===== config.mk =====
export PLATFORM = sky130hd
export DESIGN_NAME = lts_line_stamp
export DESIGN_NICKNAME = d
export VERILOG_FILES = /design/src/lts_pkg.sv /design/src/lts_pat_if.sv /design/src/lts_line_stamp.sv /design/src/lts_pattern.sv
export SDC_FILE = /design/constraint.sdc
export NUM_CORES = 1
export LEC_CHECK = 0
export BUFFER_PORTS_ARGS = -buffer_cell sky130_fd_sc_hd__buf_2
export CAP_MARGIN = 20
export CORE_MARGIN = 2
export CORE_UTILIZATION = 40
export DETAILED_ROUTE_END_ITERATION = 16
export PLACE_DENSITY_LB_ADDON = 0.05
export SLEW_MARGIN = 30
export SYNTH_ARGS = -nofsm -noshare
export SYNTH_HDL_FRONTEND = slang
export SYNTH_SLANG_ARGS = --single-unit

===== constraint.sdc =====
create_clock -name CLK_SYS -period 8.2 [get_ports CLK_SYS]
set_clock_uncertainty 0.1 [all_clocks]
set_input_delay 0.41 -clock CLK_SYS [delete_from_list [all_inputs] [get_ports CLK_SYS]]
set_output_delay 0.41 -clock CLK_SYS [all_outputs]
set_load 0.005 [all_outputs]

===== src/lts_pkg.sv =====
// Shared constants and types for the line test pattern and stamp block.
// Assumes a 32-bit APB register bus and a 12-bit pixel output path.
package lts_pkg;
   localparam int unsigned ADDR_W = 8;
   localparam int unsigned PIX_W = 12;
   localparam int unsigned POS_W = 16;
   localparam int unsigned STAMP_LEN = 16;

   localparam logic [ADDR_W-1:0] OFF_CTRL = 8'h00;
   localparam logic [ADDR_W-1:0] OFF_WIN_START = 8'h04;
   localparam logic [ADDR_W-1:0] OFF_WIN_LEN = 8'h08;
   localparam logic [ADDR_W-1:0] OFF_PERIOD = 8'h0C;
   localparam logic [ADDR_W-1:0] OFF_EXPOSURE = 8'h10;
   localparam logic [ADDR_W-1:0] OFF_HIGH_THR = 8'h14;
   localparam logic [ADDR_W-1:0] OFF_STATUS = 8'h18;

   localparam int unsigned CTRL_MODE_LSB = 0;
   localparam int unsigned CTRL_DEPTH_LSB = 4;
   localparam int unsigned CTRL_STAMP_BIT = 8;
   localparam int unsigned CTRL_FREE_BIT = 9;
   localparam int unsigned CTRL_DUAL_BIT = 10;
   localparam int unsigned STAT_OVR_BIT = 16;
   localparam int unsigned STAT_BUSY_BIT = 17;

   localparam logic [POS_W-1:0] WIN_START_RST = 16'h0001;
   localparam logic [POS_W-1:0] WIN_LEN_RST = 16'h1000;
   localparam logic [31:0] PERIOD_RST = 32'h0000_2000;
   localparam logic [PIX_W-1:0] HIGH_THR_RST = 12'h0C8;

   typedef enum logic [2:0] {
      PAT_NONE = 3'h0,
      PAT_FIXED = 3'h1,
      PAT_MOVING = 3'h2,
      PAT_BLACK = 3'h3,
      PAT_GRAY = 3'h4
   } lts_pat_type;

   typedef enum logic [1:0] {
      DEP_8 = 2'h0,
      DEP_10 = 2'h1,
      DEP_12 = 2'h2
   } lts_depth_type;

   localparam logic [PIX_W-1:0] GRAY_8 = 12'h07F;
   localparam logic [PIX_W-1:0] GRAY_10 = 12'h1FF;
   localparam logic [PIX_W-1:0] GRAY_12 = 12'h7FF;
   localparam logic [7:0] SYNC_A = 8'hAA;
   localparam logic [7:0] SYNC_B_NORM = 8'h55;
   localparam logic [7:0] SYNC_B_LINEB = 8'h57;
   localparam logic [7:0] STAMP_RSVD = 8'h00;
endpackage

===== src/lts_pat_if.sv =====
// Carrier between the line sequencer and the test pattern generator.
// Assumes both ends sit on the same clock; the generator is combinational.
`timescale 1ns/1ps
interface lts_pat_if;
   import lts_pkg::*;
   lts_pat_type mode;
   lts_depth_type depth;
   logic [POS_W-1:0] pix_num;
   logic [7:0] shift;
   logic [PIX_W-1:0] value;
   modport gen (input mode, input depth, input pix_num, input shift,
      output value);
   modport user (output mode, output depth, output pix_num, output shift,
      input value);
endinterface


===== src/lts_line_stamp.sv =====
// Line sequencer: test patterns, sensor pass-through, stamp, APB registers.
// Assumes an APB master on CLK_SYS and an asynchronous line trigger pin.
//
// Chosen here: the register offsets and register access over APB.
`timescale 1ns/1ps
// Operation
// - With a pattern selected, output comes from internal logic, sensor ignored.
// - Mode field selects none or one of four patterns.
// - Each trigger transition cycle yields one line; far side toggles it.
// - Free-run: one line per internal line period.
// - Exposure setting never alters pattern timing or content.
// - Fixed gradient 8-bit: odd pixels up from 0, even down from 255.
// - Fixed gradient spans 0..1023 at 10 bit, 0..4095 at 12 bit.
// - Moving gradient: pixel 1 is 0, rising by one, period 256.
// - Moving gradient advances by one per line.
// - Black pattern is zero in all depths.
// - Gray pattern is 127, 511 or 2047 by depth.
// - Stamp enabled: 16 stamp pixels follow the last image pixel.
// - Stamp bytes sit in the upper 8 bits, low bits zero.
// - Stamp follows the last window pixel with no gap.
// - Line and data valid stay high over window and stamp pixels.
// - Stamp 1 is AA; stamp 2 is 57 for line B in dual mode, else 55.
// - Stamps 3-4 hold line counter, wraps, cleared while stamp off.
// - Stamps 5-7 hold window pixel sum, low byte first.
// - Stamps 9-10 hold count of pixels above high threshold.
module lts_line_stamp
   import lts_pkg::*;
(
   input wire logic CLK_SYS,
   input wire logic RSTN,
   input wire logic PSEL,
   input wire logic PENABLE,
   input wire logic PWRITE,
   input wire logic [ADDR_W-1:0] PADDR,
   input wire logic [31:0] PWDATA,
   output logic [31:0] PRDATA,
   output logic PREADY,
   output logic PSLVERR,
   input wire logic EXT_LINE_TRIGGER,
   input wire logic [PIX_W-1:0] SENS_PIX,
   input wire logic SENS_LINE_B,
   output logic [PIX_W-1:0] PIX_OUT,
   output logic LINE_VALID,
   output logic DATA_VALID
);
   typedef enum logic [2:0] {
      ST_IDLE = 3'b001,
      ST_IMAGE = 3'b010,
      ST_STAMP = 3'b100
   } lts_state_type;

   lts_pat_if pat ();
   lts_pattern u_pattern (.pat(pat));

   lts_state_type st_reg;
   lts_pat_type mode_reg;
   lts_depth_type depth_reg;
   logic stamp_en_reg, free_run_reg, dual_reg;
   logic [POS_W-1:0] win_start_reg, win_len_reg, idx_reg;
   logic [31:0] period_reg, fr_cnt_reg, exposure_reg;
   logic [PIX_W-1:0] high_thr_reg, pix_out_reg;
   logic [3:0] sidx_reg;
   logic [7:0] shift_reg;
   logic [15:0] line_cnt_reg, high_cnt_reg;
   logic [23:0] sum_reg;
   logic line_b_reg, ovr_reg, lv_reg;
   logic pready_reg, pslverr_reg;
   logic [31:0] prdata_reg;
   logic trig_s1_reg, trig_s2_reg, trig_s3_reg, trig_lvl_reg, trig_prev_reg;

   logic apb_take, apb_done, wr_en, hit, line_req, line_start;
   logic img_last, stamp_last;
   logic [31:0] rd_data;
   logic [PIX_W-1:0] img_val, stamp_val;
   logic [7:0] stamp_byte;

   // Stamp byte placed in the upper eight bits of the output word
   function automatic logic [PIX_W-1:0] stamp_scale(input logic [7:0] b,
      input lts_depth_type d);
      logic [PIX_W-1:0] r;
      r = {4'h0, b};
      unique case (d)
         DEP_10: r = {2'h0, b, 2'h0};
         DEP_12: r = {b, 4'h0};
         default: r = {4'h0, b};
      endcase
      return r;
   endfunction

   // APB: two-cycle access, pready raised one cycle into the access phase
   always_comb begin
      apb_take = PSEL && PENABLE && !pready_reg;
      apb_done = PSEL && PENABLE && pready_reg;
      wr_en = apb_done && PWRITE;
      hit = 1'b1;
      rd_data = '0;
      unique case (PADDR)
         OFF_CTRL: begin
            rd_data[CTRL_MODE_LSB +: 3] = mode_reg;
            rd_data[CTRL_DEPTH_LSB +: 2] = depth_reg;
            rd_data[CTRL_STAMP_BIT] = stamp_en_reg;
            rd_data[CTRL_FREE_BIT] = free_run_reg;
            rd_data[CTRL_DUAL_BIT] = dual_reg;
         end
         OFF_WIN_START: rd_data[POS_W-1:0] = win_start_reg;
         OFF_WIN_LEN: rd_data[POS_W-1:0] = win_len_reg;
         OFF_PERIOD: rd_data = period_reg;
         OFF_EXPOSURE: rd_data = exposure_reg;
         OFF_HIGH_THR: rd_data[PIX_W-1:0] = high_thr_reg;
         OFF_STATUS: begin
            rd_data[15:0] = line_cnt_reg;
            rd_data[STAT_OVR_BIT] = ovr_reg;
            rd_data[STAT_BUSY_BIT] = (st_reg != ST_IDLE);
         end
         default: hit = 1'b0;
      endcase
   end

   always_ff @(posedge CLK_SYS or negedge RSTN) begin
      if (!RSTN) begin
         pready_reg <= 1'b0;
         pslverr_reg <= 1'b0;
         prdata_reg <= '0;
      end else begin
         pready_reg <= apb_take;
         pslverr_reg <= apb_take && !hit;
         prdata_reg <= (apb_take && !PWRITE) ? rd_data : '0;
      end
   end

   // Control fields; an unknown mode falls back to sensor pass-through
   always_ff @(posedge CLK_SYS or negedge RSTN) begin
      if (!RSTN) begin
         mode_reg <= PAT_NONE;
         depth_reg <= DEP_8;
         stamp_en_reg <= 1'b0;
         free_run_reg <= 1'b0;
         dual_reg <= 1'b0;
         win_start_reg <= WIN_START_RST;
         win_len_reg <= WIN_LEN_RST;
         period_reg <= PERIOD_RST;
         exposure_reg <= '0;
         high_thr_reg <= HIGH_THR_RST;
      end else if (wr_en) begin
         unique case (PADDR)
            OFF_CTRL: begin
               mode_reg <= (PWDATA[CTRL_MODE_LSB +: 3] > PAT_GRAY) ?
                  PAT_NONE : lts_pat_type'(PWDATA[CTRL_MODE_LSB +: 3]);
               depth_reg <= (PWDATA[CTRL_DEPTH_LSB +: 2] > DEP_12) ?
                  DEP_8 : lts_depth_type'(PWDATA[CTRL_DEPTH_LSB +: 2]);
               stamp_en_reg <= PWDATA[CTRL_STAMP_BIT];
               free_run_reg <= PWDATA[CTRL_FREE_BIT];
               dual_reg <= PWDATA[CTRL_DUAL_BIT];
            end
            OFF_WIN_START: win_start_reg <= PWDATA[POS_W-1:0];
            OFF_WIN_LEN: win_len_reg <= PWDATA[POS_W-1:0];
            OFF_PERIOD: period_reg <= PWDATA;
            // Kept for software only; line timing never reads it
            OFF_EXPOSURE: exposure_reg <= PWDATA;
            OFF_HIGH_THR: high_thr_reg <= PWDATA[PIX_W-1:0];
            default: ;
         endcase
      end
   end

   // Trigger pin: three flops, level accepted once stages two and three agree
   always_ff @(posedge CLK_SYS or negedge RSTN) begin
      if (!RSTN) begin
         trig_s1_reg <= 1'b0;
         trig_s2_reg <= 1'b0;
         trig_s3_reg <= 1'b0;
         trig_lvl_reg <= 1'b0;
         trig_prev_reg <= 1'b0;
      end else begin
         trig_s1_reg <= EXT_LINE_TRIGGER;
         trig_s2_reg <= trig_s1_reg;
         trig_s3_reg <= trig_s2_reg;
         if (trig_s2_reg == trig_s3_reg) begin
            trig_lvl_reg <= trig_s3_reg;
         end
         trig_prev_reg <= trig_lvl_reg;
      end
   end

   always_ff @(posedge CLK_SYS or negedge RSTN) begin
      if (!RSTN) begin
         fr_cnt_reg <= '0;
      end else if (!free_run_reg || fr_cnt_reg == '0) begin
         fr_cnt_reg <= period_reg - 32'h0000_0001;
      end else begin
         fr_cnt_reg <= fr_cnt_reg - 32'h0000_0001;
      end
   end

   always_comb begin
      line_req = free_run_reg ? (fr_cnt_reg == '0)
         : (trig_lvl_reg && !trig_prev_reg);
      line_start = line_req && st_reg == ST_IDLE && win_len_reg != '0;
      img_last = idx_reg == win_len_reg - 16'h0001;
      stamp_last = sidx_reg == 4'(STAMP_LEN - 1);
   end

   always_ff @(posedge CLK_SYS or negedge RSTN) begin
      if (!RSTN) begin
         st_reg <= ST_IDLE;
         idx_reg <= '0;
         sidx_reg <= '0;
         line_b_reg <= 1'b0;
      end else begin
         unique case (st_reg)
            ST_IDLE: if (line_start) begin
               st_reg <= ST_IMAGE;
               idx_reg <= '0;
               line_b_reg <= SENS_LINE_B;
            end
            ST_IMAGE: begin
               idx_reg <= idx_reg + 16'h0001;
               sidx_reg <= '0;
               if (img_last) begin
                  st_reg <= stamp_en_reg ? ST_STAMP : ST_IDLE;
               end
            end
            ST_STAMP: begin
               sidx_reg <= sidx_reg + 4'h1;
               if (stamp_last) begin
                  st_reg <= ST_IDLE;
               end
            end
            default: st_reg <= ST_IDLE;
         endcase
      end
   end

   // A request that finds a line in flight is dropped; set beats clear
   always_ff @(posedge CLK_SYS or negedge RSTN) begin
      if (!RSTN) begin
         ovr_reg <= 1'b0;
      end else if (line_req && st_reg != ST_IDLE) begin
         ovr_reg <= 1'b1;
      end else if (wr_en && PADDR == OFF_STATUS && PWDATA[STAT_OVR_BIT]) begin
         ovr_reg <= 1'b0;
      end
   end

   always_comb begin
      pat.mode = mode_reg;
      pat.depth = depth_reg;
      pat.pix_num = win_start_reg + idx_reg;
      pat.shift = shift_reg;
      img_val = (mode_reg == PAT_NONE) ? SENS_PIX : pat.value;
   end

   always_comb begin
      stamp_byte = STAMP_RSVD;
      unique case (sidx_reg)
         4'h0: stamp_byte = SYNC_A;
         4'h1: stamp_byte = (dual_reg && line_b_reg) ?
            SYNC_B_LINEB : SYNC_B_NORM;
         4'h2: stamp_byte = line_cnt_reg[7:0];
         4'h3: stamp_byte = line_cnt_reg[15:8];
         4'h4: stamp_byte = sum_reg[7:0];
         4'h5: stamp_byte = sum_reg[15:8];
         4'h6: stamp_byte = sum_reg[23:16];
         4'h8: stamp_byte = high_cnt_reg[7:0];
         4'h9: stamp_byte = high_cnt_reg[15:8];
         default: stamp_byte = STAMP_RSVD;
      endcase
      stamp_val = stamp_scale(stamp_byte, depth_reg);
   end

   // Statistics cover window pixels only; frozen while stamp pixels go out
   always_ff @(posedge CLK_SYS or negedge RSTN) begin
      if (!RSTN) begin
         sum_reg <= '0;
         high_cnt_reg <= '0;
      end else if (line_start) begin
         sum_reg <= '0;
         high_cnt_reg <= '0;
      end else if (st_reg == ST_IMAGE) begin
         sum_reg <= sum_reg + 24'(img_val);
         if (img_val > high_thr_reg) begin
            high_cnt_reg <= high_cnt_reg + 16'h0001;
         end
      end
   end

   always_ff @(posedge CLK_SYS or negedge RSTN) begin
      if (!RSTN) begin
         line_cnt_reg <= '0;
      end else if (!stamp_en_reg) begin
         line_cnt_reg <= '0;
      end else if (st_reg == ST_STAMP && stamp_last) begin
         line_cnt_reg <= line_cnt_reg + 16'h0001;
      end
   end

   // Gradient restarts at zero whenever the moving pattern is not selected
   always_ff @(posedge CLK_SYS or negedge RSTN) begin
      if (!RSTN) begin
         shift_reg <= '0;
      end else if (mode_reg != PAT_MOVING) begin
         shift_reg <= '0;
      end else if (st_reg != ST_IDLE && line_start == 1'b0 &&
            ((st_reg == ST_IMAGE && img_last && !stamp_en_reg) ||
            (st_reg == ST_STAMP && stamp_last))) begin
         shift_reg <= shift_reg + 8'h01;
      end
   end

   always_ff @(posedge CLK_SYS or negedge RSTN) begin
      if (!RSTN) begin
         pix_out_reg <= '0;
         lv_reg <= 1'b0;
      end else begin
         lv_reg <= st_reg != ST_IDLE;
         pix_out_reg <= (st_reg == ST_IMAGE) ? img_val :
            (st_reg == ST_STAMP) ? stamp_val : '0;
      end
   end

   assign PRDATA = prdata_reg;
   assign PREADY = pready_reg;
   assign PSLVERR = pslverr_reg;
   assign PIX_OUT = pix_out_reg;
   assign LINE_VALID = lv_reg;
   assign DATA_VALID = lv_reg;
endmodule


===== src/lts_pattern.sv =====
// Test pattern value generator: one pixel value per absolute pixel number.
// Assumes pixel numbers start at 1 and the caller registers the result.
`timescale 1ns/1ps
module lts_pattern
   import lts_pkg::*;
(
   lts_pat_if.gen pat
);
   // Widens an 8-bit gradient so that 0 and 255 hit both range ends
   function automatic logic [PIX_W-1:0] widen(input logic [7:0] v,
      input lts_depth_type d);
      logic [PIX_W-1:0] r;
      r = {4'h0, v};
      unique case (d)
         DEP_10: r = {2'h0, v, v[7:6]};
         DEP_12: r = {v, v[7:4]};
         default: r = {4'h0, v};
      endcase
      return r;
   endfunction

   logic [8:0] fix_pos;
   logic [7:0] fix_val;
   logic [7:0] mov_val;

   always_comb begin
      fix_pos = 9'(pat.pix_num - 16'h0001);
      // Odd pixels climb, even pixels fall, period 512
      fix_val = fix_pos[0] ? ~fix_pos[8:1] : fix_pos[8:1];
      mov_val = 8'(pat.pix_num - 16'h0001) + pat.shift;
   end

   always_comb begin
      pat.value = '0;
      unique case (pat.mode)
         PAT_FIXED: pat.value = widen(fix_val, pat.depth);
         PAT_MOVING: pat.value = widen(mov_val, pat.depth);
         PAT_BLACK: pat.value = '0;
         PAT_GRAY: begin
            unique case (pat.depth)
               DEP_10: pat.value = GRAY_10;
               DEP_12: pat.value = GRAY_12;
               default: pat.value = GRAY_8;
            endcase
         end
         default: pat.value = '0;
      endcase
   end
endmodule


### Word-level counts from Yosys, hierarchy flattened

Index checks and enable logic that the tools add are counted.

| cells by class | value |
|---|---|
| multiplexer cells | 45 |
| eq/ne operators | 31 |
| bitwise logic cells | 2 |
| reductions and logical operators | 48 |
| $lt $le $gt $ge | 3 |
| $add $sub $neg | 12 |

Operators with widths:

| kind | number |
|---|---|
| 16-bit 2-to-1 mux | 6 |
| 12-bit case mux with 2 select lines | 3 |
| 8-bit case mux with 9 select lines | 1 |
| 32-bit 2-to-1 mux | 2 |
| 32-bit by 1-bit subtractor with 32-bit output, second input constant | 2 |
| 16-bit by 1-bit adder with 16-bit output, second input constant | 3 |
| 24-bit 2-to-1 mux | 2 |
| 3-bit case mux with 7 select lines | 2 |
| 12-bit 2-to-1 mux | 3 |
| 12-bit case mux with 3 select lines | 1 |
| 32-bit logical NOT | 1 |
| 16-bit case mux with 2 select lines | 1 |
| 14-bit case mux with 2 select lines | 1 |
| 24-bit by 12-bit adder with 24-bit output | 1 |
| 8-bit by 5-bit equality test with 1-bit output, second input constant | 3 |
| 8-bit 2-to-1 mux | 3 |
| 11-bit case mux with 2 select lines | 1 |
| 4-bit case mux with 5 select lines | 1 |
| 1-bit logical AND | 18 |
| 2-bit AND reduction | 9 |
| 16-bit equality test | 1 |
| 8-bit by 4-bit equality test with 1-bit output, second input constant | 2 |
| 16-bit nonzero test | 1 |
| 16-bit by 1-bit subtractor with 16-bit output, second input constant | 1 |
| 42 further kinds | 72 |

| word-level totals | value |
|---|---|
| register bits | 289 |
| output and inout bits | 48 |
| bits of input ports | 59 |
| logic and storage cells | 171 |

### Longest topological paths before layout

| depth | value |
|---|---|
| depth in word-level cells | 11 |
| mapped depth | 28 |
| mapped depth without buffers | 28 |

### Hierarchy

Synthesis repeated with hierarchy kept, for this count alone.

| unflattened totals | value |
|---|---|
| cells, all modules | 1801 |
| area total of the unflattened synthesis | 17330.4 um^2 |

By module, submodules not included:

| module | area each (um^2) | times used | cells an instance | sequential area each (um^2) |
|---|---|---|---|---|
| lts_line_stamp | 16249.3 | 1 | 1642 | 7240.7 |
| lts_pattern | 1081.0 | 1 | 159 | 0.0 |

### Least setup slack after synthesis

OpenSTA, ideal clock, no wires.

| timing path | value |
|---|---|
| path type | reg2reg |
| from | register idx_reg[4] |
| to | register sum_reg[15] |
| required time | 7.990 ns |
| clock period less this slack | 5.820 ns |
| data arrival time | 5.610 ns |
| stages on the path, launching flop included | 28 |
| path slack | 2.380 ns |
| setup time | 0.110 ns |
| buffers on the path | 2 |
| cell sequence | dfrtp_1 clkbuf_1 inv_1 ha_1 inv_1 ha_1 o21a_1 a211o_1 a221oi_1 ha_1 inv_1 nor3_1 a311oi_1 o211ai_1 a22o_1 nand2_1 and4_1 inv_1 ha_1 a21oi_1 o21ai_0 a2111oi_0 nor3_1 o311ai_0 and2_1 clkbuf_1 o311ai_0 o41ai_1 |

| between the ends | value |
|---|---|
| longest elaborated chain between the ends | 10 |
| elaborated cells on any way between the ends | 12 |
| classes of those cells | add/sub (4); mux (7); bitwise (1) |

RTL lines:

| item | line | source |
|---|---|---|
| start: declaration | lts_line_stamp.sv:59 | `logic [POS_W-1:0] win_start_reg, win_len_reg, idx_reg;` |
| start signal: assignment | lts_line_stamp.sv:217 | `idx_reg <= idx_reg + 16'h0001;` |
| 9-bit adder * | lts_line_stamp.sv:248 | `pat.pix_num = win_start_reg + idx_reg;` |
| 9-bit by 1-bit subtractor with 9-bit output * | lts_pattern.sv:30 | `mov_val = 8'(pat.pix_num - 16'h0001) + pat.shift;` |
| branches (longest 3 deep; another with 8-bit adder) | -- |  |
| 12-bit case mux with 3 select lines * | lts_pattern.sv:35 | `unique case (pat.mode)` |
| 12-bit 2-to-1 mux * | lts_line_stamp.sv:250 | `img_val = (mode_reg == PAT_NONE) ? SENS_PIX : pat.value;` |
| 24-bit by 12-bit adder with 24-bit output * | lts_line_stamp.sv:280 | `sum_reg <= sum_reg + 24'(img_val);` |
| 24-bit 2-to-1 mux * | lts_line_stamp.sv:279 | `end else if (st_reg == ST_IMAGE) begin` |
| 24-bit 2-to-1 mux * | lts_line_stamp.sv:276 | `end else if (line_start) begin` |
| end signal: assignment | lts_line_stamp.sv:280 |  |
| end: declaration | lts_line_stamp.sv:65 | `logic [23:0] sum_reg;` |

Every way passes the cells marked *. The select of a mux whose other input is x is not followed.
A chain may end at the register's enable or synchronous reset.

### Worst setup path after layout

| timing path | value |
|---|---|
| from | register idx_reg[2] |
| to | register sum_reg[15] |

Same word-level chain as after synthesis.

==> results.txt <==
The top cell type by total area after synthesis is dfrtp_1. The number of enable flip-flop cells after synthesis came out at 0. The category of the critical setup timing path is flip-flop to flip-flop.

Summed over its instances, the top area cell type makes up 41.89% of the synthesized netlist area. The area taken by flip-flops and latches came out at 0.007241 sq mm. During I/O placement, the number of pins put on the boundary was 107.

The net count after synthesis is 1847. The flop-to-flop setup slack came out at 1.48 ns. STA classifies the critical path endpoint as a flip-flop. The normalized max-slew margin is 30.23%. The HPWL after detailed placement is 36630 um. The time the final worst path needs with I/O delays and setup came out at 6.720 ns. The core footprint is 0.04176 sq mm. The initial core utilization is 40.34%.

The peak clock frequency supported by timing is 0.1488 GHz. The total number of yosys warnings came out at 0. The total area of multi-input combinational cells is 0.008982 sq mm. The final layout contains routed wiring with a total length of 50740 um.

The average routed wire per standard cell came out at 21.25 um. Yosys mapped the design onto 81 distinct sky130hd cell types. Data arrives at the worst endpoint at 7.06 ns. In this run the core area contains 75 standard-cell rows. For this run, asynchronously set or reset flops after synthesis account for 100.0%.

The post-layout instance count excluding filler cells came out at 2388. The final cycle utilization of the critical path came out at 81.95%. The CTS tree is done. The number of antenna violations at the first check in global routing is 0. Setup repair after global routing left no endpoint under its margin. The number of max-slew violations in the final report came to 0. The transition time of the tightest slew-check pin is 1.043 ns. The most used flip-flop cell after synthesis is dfrtp_1.

The post-CTS repair timing setup buffer count came out at 0. The count of placed standard cells including taps is 2305. The post-synthesis to final-layout area growth came out at 14.76%. The die extent in x is 209.2 um. The share of post-route cells with drive strength above 1 came out at 17.85%. The quantity of I/O buffers inserted on ports is 106. The fraction of the core area covered by cells at the end of the flow is 46.30%. The final count of hold timing violations came out at 0.

The number of DRC markers in iteration 0 came out at 951. The power after layout came out at 4.025 mW. The post-CTS clock slew at the launch and capture registers of the worst setup and hold paths is 0.06 ns. The chip height is 209.2 um. The count of vias placed by the detailed router came out at 13620. In this run the cell area of the synthesized design comes to 0.01685 sq mm. In this run, CTS created clock tree buffers numbering 36. By count the netlist is led by 282 x dfrtp_1, 145 x nor2_1, 117 x nand2_1, 110 x mux2_2, 97 x o21ai_0.

The worst voltage drop across the vdd grid came out at 101.7 uV. The leakage component of the power came out at 8.781 nW. Global routing consumed, over all layers together, 23.75% of the routing resources. The net count of the finished layout is 1943. The clock tree synthesis step divided the H-tree into 2 levels.

The clock sink count is 289. The number of setup violations in the final report came out at 0. The overall die area came out at 0.04378 sq mm. The aggregate negative setup slack came out at 0 ns.

In the routed design, unresolved DRC markers number 0. STA puts the critical path data required time at 8.54 ns. In the post-synthesis netlist, the biggest area contributors are dfrtp_1 42%, mux2_2 7.4%, ha_1 4.4%. After synthesis the netlist holds a flip-flop and latch count of 289.

STA classifies the critical path startpoint as a flip-flop. The synthesized area per cell is 9.761 sq um. The number of filler cells placed in the layout is 4006. The reported max-cap violation count came out at 0. The largest net degree at the start of global routing is 97. Clock latency on the worst-skew pair, taken at its later pin, is 0.55 ns. The min-delay analysis places its worst path in the category primary input to flip-flop. The maximum net fanout on the critical path is 8. The number of instances in the synthesized netlist is 1726. The number of global-route vias before repair is 13630.

For this run, the register share of the synthesized area comes to 42.98%. The total power divided by cell area is 208.2 mW/mm^2. 0 antenna diodes ended up in the layout. In this run the clock root is driven by a clkbuf_16.

The first global-routing pass estimated 81010 um of wire. The number of vias per cell is 5.704. The run finished with clean final reports. The final RePlAce weighted congestion came out at 0.9036. The number of buffers on the longest clock path came out at 3.

The remaining antenna violation count is 0. The most common cell in the synthesized netlist is dfrtp_1. The first-pass iteration count of the detailed router came out at 7. The global-route congestion overflow total is 0.
## repair_timing
| action | in CTS | in global routing |
|---|---|---|
| hold buffers | 18 | 0 |
| hold endpoints to repair | 118 | 0 |
| resized for setup | 0 | 0 |
## cell families (layout without fill, tap and decap cells)
group,count (synthesis),count (layout),share of synthesized area (%)
simple gates,520,520,15.37
compound gates,392,392,15.38
mux,180,180,11.51
xor+xnor,113,113,6.038
buf+inv,169,292,3.921
flops,289,289,42.98
fa+ha+maj,63,63,4.798
## cells in the final DEF, fill, tap and decap left out, drive strengths merged, types with 19 or more instances in the layout
| master | count |
|---|---|
| a21oi | 72 |
| a221oi | 19 |
| a22o | 20 |
| a22oi | 39 |
| buf | 127 |
| clkbuf | 50 |
| dfrtp | 282 |
| ha | 59 |
| inv | 83 |
| mux2 | 110 |
| mux2i | 70 |
| nand2 | 117 |
| nand3 | 50 |
| nand4 | 26 |
| nor2 | 146 |
| nor3 | 46 |
| o21ai | 98 |
| o22ai | 29 |
| or3 | 27 |
| xnor2 | 55 |
| xor2 | 56 |
## per-stage QoR
step / cell area (sq um) / hold slack, ns / setup WS, ns
global placement: 17890 / 0.2457 / 1.725
CTS: 19330 / 0.009328 / 1.536
finish: 19330 / 0.04157 / 1.480
detailed placement: 17910 / 0.2373 / 1.567
global route: 19330 / 0.02902 / 0.8330
floorplan: 16850 / 0.01441 / 2.380
## where the power goes
group / switching [mW] / internal, mW / total, mW
Clock: 0.651 / 1.02 / 1.67
Sequential: 0.0645 / 1.49 / 1.56
Combinational: 0.483 / 0.315 / 0.798
Total: 1.20 / 2.83 / 4.03
## metal layers
| layer | part of all wire (%) | track usage [%] |
|---|---|---|
| met1 | 48 | 34.03 |
| met2 | 45 | 37.00 |
| met3 | 4.8 | 3.577 |
| met4 | 2.9 | 7.389 |
| met5 | 0 | 0 |
## critical path: stages, from the launching register on
cell       delay (ns)
dfrtp_1          0.44
inv_1            0.11
ha_1             0.28
inv_1            0.06
ha_1             0.31
a211o_1          0.29
a211o_1          0.28
a221oi_1         0.60
ha_1             0.26
inv_1            0.08
or3_1            0.31
o211ai_1         0.29
a22oi_1          0.17
nand2b_1         0.21
a31oi_1          0.35
ha_1             0.34
inv_1            0.09
o21ai_0          0.12
a2111oi_0        0.57
nor3_1           0.19
o311ai_0         0.55
and2_1           0.34
o311ai_0         0.17
o41ai_1          0.09
## worst paths after layout
path,end,depth (start not counted),start
max,sum_reg[15],23,idx_reg[2]
min,period_reg[17],2,PWDATA[17]
max reg2reg,sum_reg[15],23,idx_reg[2]
min reg2reg,trig_s2_reg,0,trig_s1_reg
max in group asynchronous,PRDATA[29],3,RSTN
min in group asynchronous,trig_s2_reg,2,RSTN
## area by class of cell
type | instances | share of cell area [%]
inverter | 82 | 1.592
clock inverter | 15 | 0.9901
multi-input combinational | 1268 | 46.46
timing repair buffer | 145 | 4.620
clock buffer | 50 | 5.403
tap | 539 | 3.488
sequential | 289 | 37.45
(Power assumes the default switching activity.)
